**config.mk**
```make
export PLATFORM = sky130hd
export DESIGN_NAME = smt_top
export DESIGN_NICKNAME = d
export VERILOG_FILES = /design/src/hw/smt_pkg.sv /design/src/hw/smt_top.sv
export VERILOG_INCLUDE_DIRS = /design/src /design/src/hw
export SDC_FILE = /design/constraint.sdc
export NUM_CORES = 2
export LEC_CHECK = 0
export ABC_AREA = 1
export BUFFER_PORTS_ARGS = -buffer_cell sky130_fd_sc_hd__buf_4
export CORE_MARGIN = 4
export CORE_UTILIZATION = 64
export DETAILED_ROUTE_END_ITERATION = 8
export PLACE_DENSITY = 0.84
export SYNTH_ARGS = -nofsm -noshare
export SYNTH_HDL_FRONTEND = slang
export SYNTH_SLANG_ARGS = --single-unit
```
**constraint.sdc**
```tcl
create_clock -name clk_i -period 4.45 [get_ports clk_i]
set_input_delay 0.89 -clock clk_i [delete_from_list [all_inputs] [get_ports clk_i]]
set_output_delay 0.89 -clock clk_i [all_outputs]
set_load 0.03 [all_outputs]
```
**src/hw/smt_regs.svh**
```systemverilog
// register offsets, field values and timing counts of the sync timing bank
// assumes a 32-bit classic Wishbone slave and a 125 MHz clock
`ifndef SMT_REGS_SVH
`define SMT_REGS_SVH

`define SMT_OUT_MODE      8'h00
`define SMT_OUT_CYCLE     8'h04
`define SMT_OUT_SHIFT     8'h08
`define SMT_OUT_MINCYC    8'h0C
`define SMT_OUT_CALC      8'h10
`define SMT_OUT_CMD       8'h14
`define SMT_OUT_DELAY     8'h18
`define SMT_OUT_MISSED    8'h1C
`define SMT_OUT_OVR       8'h20
`define SMT_OUT_SHORT     8'h24
`define SMT_OUT_FAULT     8'h28
`define SMT_IN_MAXSUB     8'h40
`define SMT_IN_MODE       8'h44
`define SMT_IN_CYCLE      8'h48
`define SMT_IN_SHIFT      8'h4C
`define SMT_IN_SUPP       8'h50
`define SMT_IN_MINCYC     8'h54
`define SMT_IN_CALC       8'h58
`define SMT_IN_CMD        8'h5C
`define SMT_IN_DELAY      8'h60
`define SMT_IN_MISSED     8'h64
`define SMT_IN_OVR        8'h68
`define SMT_IN_SHORT      8'h6C
`define SMT_IN_FAULT      8'h70
`define SMT_IN_SHIFT_MEAS 8'h74

`define SMT_MODE_FREE     16'h0000
`define SMT_MODE_SM       16'h0001
`define SMT_MODE_SYNC0    16'h0002
`define SMT_MODE_SYNC1    16'h0003
`define SMT_MODE_SM2_IN   16'h0022
`define SMT_CMD_STOP      16'h0000
`define SMT_CMD_START     16'h0001
`define SMT_MAX_SUB       8'h20
`define SMT_SUPP_BASE     16'h8007
`define SMT_SHIFT_LOCAL   2'h2
`define SMT_SHIFT_SYNC1   2'h1
`define SMT_CLK_MHZ       32'h0000007D
`define SMT_CLK_NS        (32'h000003E8 / `SMT_CLK_MHZ)
`define SMT_MIN_GAP_NS    32'h000003E8
`define SMT_SAT16         16'hFFFF
`define SMT_SAT32         32'hFFFFFFFF

`endif

```
**src/hw/smt_pkg.sv**
```systemverilog
// types shared by the sync timing bank
// assumes smt_regs.svh supplies all numeric constants
package smt_pkg;
    typedef enum logic {SMT_IDLE, SMT_BUSY} smt_cyc_e;

    typedef struct packed {
        logic [31:0] shift;
        logic [31:0] cyc;
        logic [31:0] calc;
        logic [31:0] delay;
    } smt_meas_s;

    typedef struct packed {
        logic [15:0] missed;
        logic [15:0] ovr;
        logic [15:0] short_cnt;
        logic        fault;
    } smt_diag_s;
endpackage : smt_pkg

```
**src/hw/smt_top.sv**
```systemverilog
// sync timing bank: one side engine per data direction plus a Wishbone slave
// assumes events are one-cycle pulses synchronous to clk_i
//
// Implementation choices: the Wishbone register port and the address map.
`timescale 1ns/100ps
`include "smt_regs.svh"

module smt_side
    import smt_pkg::*;
#(
    parameter logic [15:0] SM_B_MODE = 16'hFFFF
) (
    input  wire logic        clk_i,
    input  wire logic        rst_i,
    input  wire logic        ce_i,
    input  wire logic [15:0] mode_i,
    input  wire logic [31:0] period_i,
    input  wire logic [31:0] shift_i,
    input  wire logic        meas_on_i,
    input  wire logic        meas_clr_i,
    input  wire logic        op_i,
    input  wire logic        sync0_i,
    input  wire logic        sync1_i,
    input  wire logic        sm_a_i,
    input  wire logic        sm_b_i,
    input  wire logic        done_i,
    output logic             act_o,
    output smt_meas_s        meas_o,
    output smt_diag_s        diag_o
);
    smt_cyc_e    st_r,    st_nxt;
    logic [31:0] t_trig_r, t_trig_nxt;
    logic [31:0] t_s0_r,  t_s0_nxt;
    logic [31:0] t_s1_r,  t_s1_nxt;
    logic [31:0] t_loc_r, t_loc_nxt;
    logic        seen_r,  seen_nxt;
    logic        pend_r,  pend_nxt;
    logic        run_r,   run_nxt;
    logic        act_r,   act_nxt;
    smt_meas_s   meas_r,  meas_nxt;
    smt_diag_s   diag_r,  diag_nxt;
    logic        dc;
    logic        trig;
    logic        loc_tick;
    logic        fire;
    logic        missed_ev;
    logic        overrun;
    logic        short_ev;

    function automatic logic [31:0] tadd(input logic [31:0] t);
        tadd = (t > `SMT_SAT32 - `SMT_CLK_NS) ? `SMT_SAT32 : t + `SMT_CLK_NS;
    endfunction : tadd

    function automatic logic [15:0] cinc(input logic [15:0] c);
        cinc = (c == `SMT_SAT16) ? c : c + 16'h0001;
    endfunction : cinc

    function automatic logic [31:0] tmax(input logic [31:0] a,
                                         input logic [31:0] b);
        tmax = (b > a) ? b : a;
    endfunction : tmax

    always_comb begin
        dc = (mode_i == `SMT_MODE_SYNC0) || (mode_i == `SMT_MODE_SYNC1);
        // local timer period only matters in free run
        loc_tick = (mode_i == `SMT_MODE_FREE) && (period_i != 32'h0) &&
                   (tadd(t_loc_r) >= period_i);
        case (mode_i)
            `SMT_MODE_FREE:  trig = loc_tick;
            `SMT_MODE_SM:    trig = sm_a_i;
            `SMT_MODE_SYNC0: trig = sync0_i;
            `SMT_MODE_SYNC1: trig = sync1_i;
            SM_B_MODE:       trig = sm_b_i;
            default:         trig = 1'b0;
        endcase
        fire = dc ? (pend_r && t_s0_r >= shift_i) : trig;
        missed_ev = trig && dc && op_i && !seen_r &&
                    !(sm_a_i || sm_b_i);
        overrun = trig && op_i && (st_r == SMT_BUSY) && !done_i;
        short_ev = sync1_i && dc && (t_s0_r < `SMT_MIN_GAP_NS);
    end

    always_comb begin
        t_loc_nxt  = loc_tick ? 32'h0 : tadd(t_loc_r);
        t_trig_nxt = trig ? 32'h0 : tadd(t_trig_r);
        t_s0_nxt   = sync0_i ? 32'h0 : tadd(t_s0_r);
        t_s1_nxt   = sync1_i ? 32'h0 : tadd(t_s1_r);
        seen_nxt   = sm_a_i || sm_b_i || (seen_r && !trig);
        pend_nxt   = (dc && sync0_i) || (pend_r && !fire);
        act_nxt    = fire;
        st_nxt     = st_r;
        case (st_r)
            SMT_IDLE: if (trig) begin
                st_nxt = SMT_BUSY;
            end
            SMT_BUSY: if (done_i && !trig) begin
                st_nxt = SMT_IDLE;
            end
            default:  st_nxt = SMT_IDLE;
        endcase
        diag_nxt = diag_r;
        if (missed_ev) begin
            diag_nxt.missed = cinc(diag_r.missed);
        end
        if (overrun) begin
            diag_nxt.ovr = cinc(diag_r.ovr);
        end
        if (short_ev) begin
            diag_nxt.short_cnt = cinc(diag_r.short_cnt);
        end
        if (trig) begin
            diag_nxt.fault = dc && (st_r == SMT_BUSY) && !done_i;
        end
        meas_nxt = meas_r;
        run_nxt  = run_r;
        if (meas_clr_i) begin
            meas_nxt = '0;
            run_nxt  = 1'b0;
        end else if (meas_on_i) begin
            if (trig) begin
                run_nxt = 1'b1;
                if (run_r) begin
                    meas_nxt.cyc = tmax(meas_r.cyc, t_trig_r);
                end
            end
            if (done_i && st_r == SMT_BUSY) begin
                meas_nxt.calc = tmax(meas_r.calc, t_trig_r);
                if (dc) begin
                    meas_nxt.delay = tmax(meas_r.delay, t_s1_r);
                    meas_nxt.shift = tmax(meas_r.shift, t_s0_r);
                end
            end
        end
    end

    always_ff @(posedge clk_i) begin
        if (rst_i) begin
            st_r     <= SMT_IDLE;
            t_trig_r <= 32'h0;
            t_s0_r   <= 32'h0;
            t_s1_r   <= 32'h0;
            t_loc_r  <= 32'h0;
            seen_r   <= 1'b0;
            pend_r   <= 1'b0;
            run_r    <= 1'b0;
            act_r    <= 1'b0;
            meas_r   <= '0;
            diag_r   <= '0;
        end else if (ce_i) begin
            st_r     <= st_nxt;
            t_trig_r <= t_trig_nxt;
            t_s0_r   <= t_s0_nxt;
            t_s1_r   <= t_s1_nxt;
            t_loc_r  <= t_loc_nxt;
            seen_r   <= seen_nxt;
            pend_r   <= pend_nxt;
            run_r    <= run_nxt;
            act_r    <= act_nxt;
            meas_r   <= meas_nxt;
            diag_r   <= diag_nxt;
        end
    end

    assign act_o  = act_r;
    assign meas_o = meas_r;
    assign diag_o = diag_r;
endmodule : smt_side

////////////////////////////////////////////////////////////////////////////////

module smt_top
    import smt_pkg::*;
#(
    parameter logic HAS_OUTPUTS = 1'b1
) (
    input  wire logic        clk_i,
    input  wire logic        rst_i,
    input  wire logic        ce_i,
    input  wire logic        wb_cyc_i,
    input  wire logic        wb_stb_i,
    input  wire logic        wb_we_i,
    input  wire logic [7:0]  wb_adr_i,
    input  wire logic [3:0]  wb_sel_i,
    input  wire logic [31:0] wb_dat_i,
    output logic      [31:0] wb_dat_o,
    output logic             wb_ack_o,
    input  wire logic        op_state_i,
    input  wire logic        sync0_i,
    input  wire logic        sync1_i,
    input  wire logic        sm2_evt_i,
    input  wire logic        sm3_evt_i,
    input  wire logic        out_done_i,
    input  wire logic        in_done_i,
    output logic             out_apply_o,
    output logic             in_sample_o
);
    logic [15:0] out_mode_r,  out_mode_nxt;
    logic [31:0] out_cycle_r, out_cycle_nxt;
    logic [15:0] out_cmd_r,   out_cmd_nxt;
    logic [15:0] in_mode_r,   in_mode_nxt;
    logic [31:0] in_cycle_r,  in_cycle_nxt;
    logic [31:0] in_shift_r,  in_shift_nxt;
    logic [15:0] in_cmd_r,    in_cmd_nxt;
    logic        ack_r,       ack_nxt;
    logic [31:0] rdat_r,      rdat_nxt;
    logic        out_clr;
    logic        in_clr;
    logic        wr;
    logic [15:0] supp;
    smt_meas_s   om;
    smt_meas_s   im;
    smt_diag_s   od;
    smt_diag_s   id;

    function automatic logic [31:0] wmask(input logic [31:0] old,
                                          input logic [31:0] nw,
                                          input logic [3:0]  sel);
        for (int i = 0; i < 4; i++) begin
            wmask[i*8 +: 8] = sel[i] ? nw[i*8 +: 8] : old[i*8 +: 8];
        end
    endfunction : wmask

    // bits 5:4 follow whether this build has outputs to drive
    assign supp = `SMT_SUPP_BASE | {10'h0, HAS_OUTPUTS ? `SMT_SHIFT_LOCAL
                  : `SMT_SHIFT_SYNC1, 4'h0};

    ////////////////////////////////////////////////////////////////////////////
    // bus slave: answers one cycle after the request, unmapped reads as zero

    always_comb begin
        wr            = wb_cyc_i && wb_stb_i && wb_we_i && !ack_r;
        ack_nxt       = wb_cyc_i && wb_stb_i && !ack_r;
        out_mode_nxt  = out_mode_r;
        out_cycle_nxt = out_cycle_r;
        out_cmd_nxt   = out_cmd_r;
        in_mode_nxt   = in_mode_r;
        in_cycle_nxt  = in_cycle_r;
        in_shift_nxt  = in_shift_r;
        in_cmd_nxt    = in_cmd_r;
        if (wr) begin
            case (wb_adr_i)
                `SMT_OUT_MODE:  out_mode_nxt  = 16'(wmask({16'h0, out_mode_r},
                                                wb_dat_i, wb_sel_i));
                `SMT_OUT_CYCLE: out_cycle_nxt = wmask(out_cycle_r, wb_dat_i,
                                                wb_sel_i);
                `SMT_OUT_CMD:   out_cmd_nxt   = 16'(wmask({16'h0, out_cmd_r},
                                                wb_dat_i, wb_sel_i));
                `SMT_IN_MODE:   in_mode_nxt   = 16'(wmask({16'h0, in_mode_r},
                                                wb_dat_i, wb_sel_i));
                `SMT_IN_CYCLE:  in_cycle_nxt  = wmask(in_cycle_r, wb_dat_i,
                                                wb_sel_i);
                `SMT_IN_SHIFT:  in_shift_nxt  = wmask(in_shift_r, wb_dat_i,
                                                wb_sel_i);
                `SMT_IN_CMD:    in_cmd_nxt    = 16'(wmask({16'h0, in_cmd_r},
                                                wb_dat_i, wb_sel_i));
                default:        ;
            endcase
        end
        // a run begins only on the step into start, so rewriting 1 keeps maxima
        out_clr = (out_cmd_nxt == `SMT_CMD_START) &&
                  (out_cmd_r != `SMT_CMD_START);
        in_clr  = (in_cmd_nxt == `SMT_CMD_START) &&
                  (in_cmd_r != `SMT_CMD_START);
        case (wb_adr_i)
            `SMT_OUT_MODE:      rdat_nxt = {16'h0, out_mode_r};
            `SMT_OUT_CYCLE:     rdat_nxt = out_cycle_r;
            `SMT_OUT_SHIFT:     rdat_nxt = om.shift;
            `SMT_OUT_MINCYC:    rdat_nxt = om.cyc;
            `SMT_OUT_CALC:      rdat_nxt = om.calc;
            `SMT_OUT_CMD:       rdat_nxt = {16'h0, out_cmd_r};
            `SMT_OUT_DELAY:     rdat_nxt = om.delay;
            `SMT_OUT_MISSED:    rdat_nxt = {16'h0, od.missed};
            `SMT_OUT_OVR:       rdat_nxt = {16'h0, od.ovr};
            `SMT_OUT_SHORT:     rdat_nxt = {16'h0, od.short_cnt};
            `SMT_OUT_FAULT:     rdat_nxt = {31'h0, od.fault};
            `SMT_IN_MAXSUB:     rdat_nxt = {24'h0, `SMT_MAX_SUB};
            `SMT_IN_MODE:       rdat_nxt = {16'h0, in_mode_r};
            `SMT_IN_CYCLE:      rdat_nxt = in_cycle_r;
            `SMT_IN_SHIFT:      rdat_nxt = in_shift_r;
            `SMT_IN_SUPP:       rdat_nxt = {16'h0, supp};
            `SMT_IN_MINCYC:     rdat_nxt = im.cyc;
            `SMT_IN_CALC:       rdat_nxt = im.calc;
            `SMT_IN_CMD:        rdat_nxt = {16'h0, in_cmd_r};
            `SMT_IN_DELAY:      rdat_nxt = im.delay;
            `SMT_IN_MISSED:     rdat_nxt = {16'h0, id.missed};
            `SMT_IN_OVR:        rdat_nxt = {16'h0, id.ovr};
            `SMT_IN_SHORT:      rdat_nxt = {16'h0, id.short_cnt};
            `SMT_IN_FAULT:      rdat_nxt = {31'h0, id.fault};
            `SMT_IN_SHIFT_MEAS: rdat_nxt = im.shift;
            default:            rdat_nxt = 32'h0;
        endcase
    end

    always_ff @(posedge clk_i) begin
        if (rst_i) begin
            out_mode_r  <= `SMT_MODE_FREE;
            out_cycle_r <= 32'h0;
            out_cmd_r   <= `SMT_CMD_STOP;
            in_mode_r   <= `SMT_MODE_FREE;
            in_cycle_r  <= 32'h0;
            in_shift_r  <= 32'h0;
            in_cmd_r    <= `SMT_CMD_STOP;
            ack_r       <= 1'b0;
            rdat_r      <= 32'h0;
        end else if (ce_i) begin
            out_mode_r  <= out_mode_nxt;
            out_cycle_r <= out_cycle_nxt;
            out_cmd_r   <= out_cmd_nxt;
            in_mode_r   <= in_mode_nxt;
            in_cycle_r  <= in_cycle_nxt;
            in_shift_r  <= in_shift_nxt;
            in_cmd_r    <= in_cmd_nxt;
            ack_r       <= ack_nxt;
            rdat_r      <= rdat_nxt;
        end
    end

    assign wb_ack_o = ack_r;
    assign wb_dat_o = rdat_r;

    ////////////////////////////////////////////////////////////////////////////
    // side engines; outputs apply at SYNC0 itself, only inputs take a shift

    smt_side #(
        .SM_B_MODE (16'hFFFF)
    ) u_out (
        .clk_i      (clk_i),
        .rst_i      (rst_i),
        .ce_i       (ce_i),
        .mode_i     (out_mode_r),
        .period_i   (out_cycle_r),
        .shift_i    (32'h0),
        .meas_on_i  (out_cmd_r == `SMT_CMD_START),
        .meas_clr_i (ce_i && out_clr),
        .op_i       (op_state_i),
        .sync0_i    (sync0_i),
        .sync1_i    (sync1_i),
        .sm_a_i     (sm2_evt_i),
        .sm_b_i     (1'b0),
        .done_i     (out_done_i),
        .act_o      (out_apply_o),
        .meas_o     (om),
        .diag_o     (od)
    );

    smt_side #(
        .SM_B_MODE (`SMT_MODE_SM2_IN)
    ) u_in (
        .clk_i      (clk_i),
        .rst_i      (rst_i),
        .ce_i       (ce_i),
        .mode_i     (in_mode_r),
        .period_i   (in_cycle_r),
        .shift_i    (in_shift_r),
        .meas_on_i  (in_cmd_r == `SMT_CMD_START),
        .meas_clr_i (ce_i && in_clr),
        .op_i       (op_state_i),
        .sync0_i    (sync0_i),
        .sync1_i    (sync1_i),
        .sm_a_i     (sm3_evt_i),
        .sm_b_i     (sm2_evt_i),
        .done_i     (in_done_i),
        .act_o      (in_sample_o),
        .meas_o     (im),
        .diag_o     (id)
    );
endmodule : smt_top

```
# After elaboration in Yosys (flattened, before gate mapping)
# Index checks and enable logic that the tools add are counted.
[totals]
register_bits = 813
in_bits = 57
output_inout_bits = 35
wordCells = 327
[classes]
add_sub_neg = 14
magnitude_cmp = 22
n_eq_ne = 43
muxes = 65
n_bitwise = 8
reduce_logical = 121
[op_table]
columns = ["op", "n"]
rows = [
  ["$mux 32", 34],
  ["$pmux 32 s25", 1],
  ["$mux 128", 4],
  ["$add 32x4->32 const B", 8],
  ["$gt 32x32->1", 8],
  ["$gt 32x32->1 const B", 8],
  ["$mux 64", 2],
  ["$eq 8x7->1 const B", 14],
  ["$add 16x1->16 const B", 6],
  ["$eq 16x1->1 const B", 6],
  ["$eq 16x16->1 const B", 6],
  ["$ge 32x32->1", 3],
  ["$reduce_and 4->1", 18],
  ["$eq 16x2->1 const B", 4],
  ["$lt 32x10->1 const B", 2],
  ["$mux 16", 4],
  ["$reduce_bool 32->1", 2],
  ["$logic_and 1x1->1", 46],
  ["$reduce_bool 2->1", 18],
  ["$eq 8x5->1 const B", 4],
  ["$ge 32x1->1 const B", 1],
  ["$logic_not 16->1", 2],
  ["$mux 8", 4],
  ["$ne 16x1->1 const B", 2],
  ["15 further kinds", 66],
]

# Longest topological paths before layout
[depth]
depth_word = 10
depth_mapped = 29
mapped_depth_nobuf = 28

# Modules after synthesis
# A second synthesis with hierarchy kept.
[unflattened]
hier_cells = 8324
hier_area_um2 = 52988.3
[by_module_without_submodules]
columns = ["module", "n_inst", "cells_per_inst", "area_per_inst_um2"]
rows = [
  ["smt_side (u_in)", 1, 3161, 20566.0],
  ["smt_side (u_out)", 1, 3091, 20299.5],
  ["smt_top", 1, 2072, 12122.9],
]

# Least setup slack after synthesis
# No wires, ideal clock.
[synth_timing]
kind = "reg-to-reg"
start = "reg u_out.t_loc_r[3]"
end = "reg u_out.t_trig_r[23]"
setup_ns = 0.070
arrival_ns = 3.449
required_ns = 4.380
slack_ns = 0.930
stages_incl_launch_ff = 25
cell_sequence = "dfxtp_1 > ha_1 > nand2_1 > inv_1 > nand2_1 > inv_1 > nand4_1 > nor2_1 > nand2_1 > nor2_1 > nand2_1 > nor3_1 > o21ai_0 > ha_1 > a21oi_1 > o21a_1 > nand2_1 > a21oi_1 > nand2_1 > nand2_1 > nand2_1 > nor2_1 > clkbuf_1 > o21ai_0 > a21oi_1"
[synth_via]
elab_chain_cells = 6
elab_cells_between_ends = 7
cone_classes = "1 x add/sub; 2 x order compare; 3 x mux; 1 x reduce/logical"
[synth_rtl]
columns = ["element", "line", "text"]
rows = [
  ["start, declared", "smt_top.sv:35", "logic [31:0] t_loc_r, t_loc_nxt;"],
  ["start signal, assigned", "smt_top.sv:154", "t_loc_r <= t_loc_nxt;"],
  ["$add 32x4->32 (no line) / $gt 32x32->1 (equally long branches)", "--", ""],
  ["$mux 32 (no line) (*)", "--", ""],
  ["$ge 32x32->1 (*)", "smt_top.sv:67", "(tadd(t_loc_r) >= period_i);"],
  ["$logic_and 1x1->1 (*)", "smt_top.sv:66", "loc_tick = (mode_i == `SMT_MODE_FREE) && (period_i != 32'h0) &&"],
  ["$pmux 1 s4 (*)", "smt_top.sv:68", "case (mode_i)"],
  ["$mux 32 (*)", "smt_top.sv:85", "t_trig_nxt = trig ? 32'h0 : tadd(t_trig_r);"],
  ["end signal, assigned", "smt_top.sv:151", "t_trig_r <= t_trig_nxt;"],
  ["end, declared", "smt_top.sv:32", "logic [31:0] t_trig_r, t_trig_nxt;"],
]
# Mark *: on every way between the ends. The rest lies on a longest branch, timed or not.
# A chain may end at the register's enable or synchronous reset.

# Worst setup path in the final report
[layout_timing]
start = "reg u_in.t_loc_r[8]"
end = "reg u_in.meas_r, in the netlist u_in.meas_o[76]"
[layout_via]
elab_chain_cells = 7
elab_cells_between_ends = 8
cone_classes = "1 x add/sub; 2 x order compare; 2 x mux; 3 x reduce/logical"
[layout_rtl]
columns = ["element", "line", "text"]
rows = [
  ["start, declared", "smt_top.sv:35", ""],
  ["start signal, assigned", "smt_top.sv:154", ""],
  ["$add 32x4->32 (no line) / $gt 32x32->1 (equally long branches)", "--", ""],
  ["$mux 32 (no line) (*)", "--", ""],
  ["$ge 32x32->1 (*)", "smt_top.sv:67", ""],
  ["$logic_and 1x1->1 (*)", "smt_top.sv:66", ""],
  ["$pmux 1 s5 (*)", "smt_top.sv:68", ""],
  ["$reduce_bool 2->1 (no line) (*)", "--", ""],
  ["$reduce_and 5->1 (no line) (*)", "--", ""],
  ["end signal, assigned", "smt_top.sv:159", "meas_r <= meas_nxt;"],
  ["end, declared", "smt_top.sv:40", "smt_meas_s meas_r, meas_nxt;"],
]
# Marked as above.

==> flow_summary.yaml <==
power_and_ir_drop:
  irDropWorstVdd_mv: 0.345
  cellLeakagePower_nw: 21.8
  power_density_mw_per_mm2: 288
die:
  fp.dieH_um: 286
  io_pins: 92
  die_width_um: 286
  num_rows: 101
  core_region_area_mm2: 0.0763
  start_util_pct: 65.0
  dieArea_mm2: 0.0820
global_route:
  grt_antenna_before_repair: 7
  grt_pass1_wl_um: 294000
  grt_max_degree: 202
  grt.total_usage_pct: 45.8
  grt_pass1_vias: 49700
  overflow: 0
sta:
  rsz0062_at_grt: "yes"
  fin_crit_ns: 4.14
  fin_hold_ws_ns: 0.454
  relSlewSlack_pct: 9.87
  tns_ns: 0
  hold_violations: 0
  finalSetupViolations: 0
  tightest_slew_ns: 1.34
  fmax_ghz: 0.241
  slew_violations: 0
  fin_skew_ns: 0.0256
  period_share_pct: 93.1
clock_network:
  cts-buffers-inserted: 88
  clock_latency_ns: 0.66
  cts.clk_slew.worst_paths_ns: 0.06
  cts.sinks: 785
  clock_path_buffers: 3
  clock-root-buffer: "clkbuf_16"
  h-tree-depth: 3
  cts_setup_buffers: 0
  cts_hold_buffers: 0
  cts_tree: "yes"
yosys:
  synth.area.mux_share_pct: 0
  synthesis.yosys.warnings: 0
  synthCells: 7522
  ys.flop_type: "dfxtp_1"
  yosys_register_bits: 785
  yosys.area_share.simple_pct: 26.9
  synth-adder-area-share_pct: 9.03
  synth_top_cell_area_share_pct: 31.7
  yosysMostFrequentCell: "nand2_1"
  synth_top_family_by_area: "simple AND/OR/NAND/NOR gates"
  synth-edff-count: 0
  synthDistinctLibCells: 49
  ys_seq_area_share_pct: 31.7
  synth_compound_area_share_pct: 19.0
  yosys.area.top_type: "dfxtp_1"
  ys_top_cells_by_count: "1,517 x nand2_1, 1,022 x a21oi_1, 991 x inv_1"
  synth_xor_area_share_pct: 2.86
  syn_area_mm2: 0.0496
  async_flop_share_pct: 0
  syn_area_per_cell_um2: 6.59
  netlist_top_cells_area: "dfxtp_1 32%, nand2_1 11%, a21oi_1 10%, ha_1 9.0%, inv_1 7.5%"
  mappedNetlistNets: 7937
critical_path:
  max_stage_delay_ns: 0.44
  r2r_setup_slack_ns: 0.31
  start_kind: "flop"
  crit_type: "reg2reg"
  reg2reg_to: "u_in.meas_o[76]"
  timing.rr.start: "u_in.t_loc_r[8]"
  crit_arrival_ns: 4.70
  reg2reg_depth: 26
  crit_top_cell: "nand2_1"
  cp_num_buf_inv: 5
  cp_slowest_cell: "dfxtp_1"
  critPathTopFamily: "simple AND/OR/NAND/NOR gates"
  worstPathRequired_ns: 5.01
  critPathMaxFanout: 22
  endpoint_kind: "flop"
final_layout:
  nFillCells: 6556
  syn_to_final_growth_pct: 9.55
  drive_above_1_share_pct: 5.89
  fin_nets: 7889
  final_cells: 8577
drt:
  antenna_left: 0
  routed-via-count: 54900
  post_drt_via_cell_ratio: 6.40
  drtIter0Drc: 7668
  drtPass1Iterations: 9
  wl_per_cell_um: 22.8
  routed_wirelength_um: 196000
  drc_errors: 3
placement:
  dp_hpwl_um: 146000
  port_buffers: 91
  dp.cells: 8414
  place.gp.congestion: 1.09
outcome:
  violations: "design-rule violations"
  outcome: "finished, violations left"
min_path:
  hp-start: "u_in.run_r"
  hold_end: "u_in.run_r"
  hold_depth: 2
  hp-class: "reg2reg"
flow_run:
  cap_violations: 0
-- tightest hold or removal path, stage by stage (launching register included) --
cell	delay, ns
dfxtp_1	0.31
inv_1	0.05
a21oi_1	0.05
-- layout by cell type, fill, tap and decap left out, types with 153 or more instances in the layout --
cell	n
nand2_1	1514
a21oi_1	1022
inv_1	990
dfxtp_1	785
nand3_1	545
nor2_1	540
o21ai_0	474
ha_1	357
buf_4	204
nand4_1	164
o22ai_1	161
nor3_1	153
-- registers in the layout, summed over array words and instances (netlist names), 49 cells and up --
signal and count:
u_in.meas_o 120, u_in.diag_o 49, u_out.diag_o 49, u_out.meas_o 120
-- per-layer routing --
layer	global-route usage, %	share of wire [%]	up-vias
met5	0	0.13	-
met4	29.6	8.3	12
met3	13.1	14	806
met2	67.3	41	3684
met1	58.9	37	25300
li1	-	-	25100
-- cell type report --
cell class / count / area (µm²) / area share [%]
Clock buffer: 123 / 2600 / 4.78
Timing Repair Buffer: 217 / 1770 / 3.26
Clock inverter: 37 / 409 / 0.753
Sequential cell: 785 / 15700 / 28.9
Multi-Input combinational cell: 5382 / 28800 / 53.0
Inverter: 1000 / 3770 / 6.94
Tap cell: 1030 / 1290 / 2.37
Antenna cell: 3 / 7.51 / 0.0138
-- worst max path at each step --
| stage | cells past startpoint | startpoint | endpoint |
|---|---|---|---|
| final | 26 | u_in.t_loc_r[8] | u_in.meas_o[76] |
| after global routing | 26 | u_out.t_loc_r[4] | u_out.t_trig_r[6] |
| after CTS | 26 | u_in.t_loc_r[3] | u_in.diag_o[39] |
| after detailed placement | 23 | u_in.t_loc_r[3] | u_in.diag_o[43] |
| after global placement | 23 | u_in.t_loc_r[3] | u_in.diag_o[43] |
| after floorplan | 24 | u_out.t_loc_r[3] | u_out.t_trig_r[23] |
-- cell families (layout without fill, tap and decap cells) --
kind of cell / count (synthesis) / after routing
buffers and inverters: 1355 / 1377
XOR/XNOR: 162 / 162
AND/OR/NAND/NOR: 3087 / 3087
adder cells (fa/ha/maj): 358 / 358
AO/OA/AOI/OAI: 1775 / 1775
other: 0 / 3
flip-flops: 785 / 785
-- through the flow --
step | total power, mW | area (µm²) | worst slack, ns | utilization [%]
after floorplan | 7.75 | 49600 | 0.930 | -
after global placement | 8.06 | 51300 | 0.406 | 67.2
after detailed placement | 8.07 | 51300 | 0.271 | 67.2
after CTS | 15.6 | 54300 | 0.215 | 71.1
after global routing | 16.0 | 54300 | -0.00513 | 71.2
final | 15.7 | 54300 | 0.306 | 71.2
-- timing repair --
item,in CTS,in global routing
endpoints found under the hold margin,0,0
resized for setup,0,18
setup endpoints to repair,0,120
-- where the power goes --
| group | switching, mW | leakage (nW) | internal, mW |
|---|---|---|---|
| sequential | 0.0394 | 6.33 | 7.06 |
| clock | 3.16 | 1.50 | 4.53 |
| combinational | 0.640 | 14.0 | 0.223 |
| total | 3.84 | 21.8 | 11.8 |
Note: power is estimated with default switching activity, not from simulation.
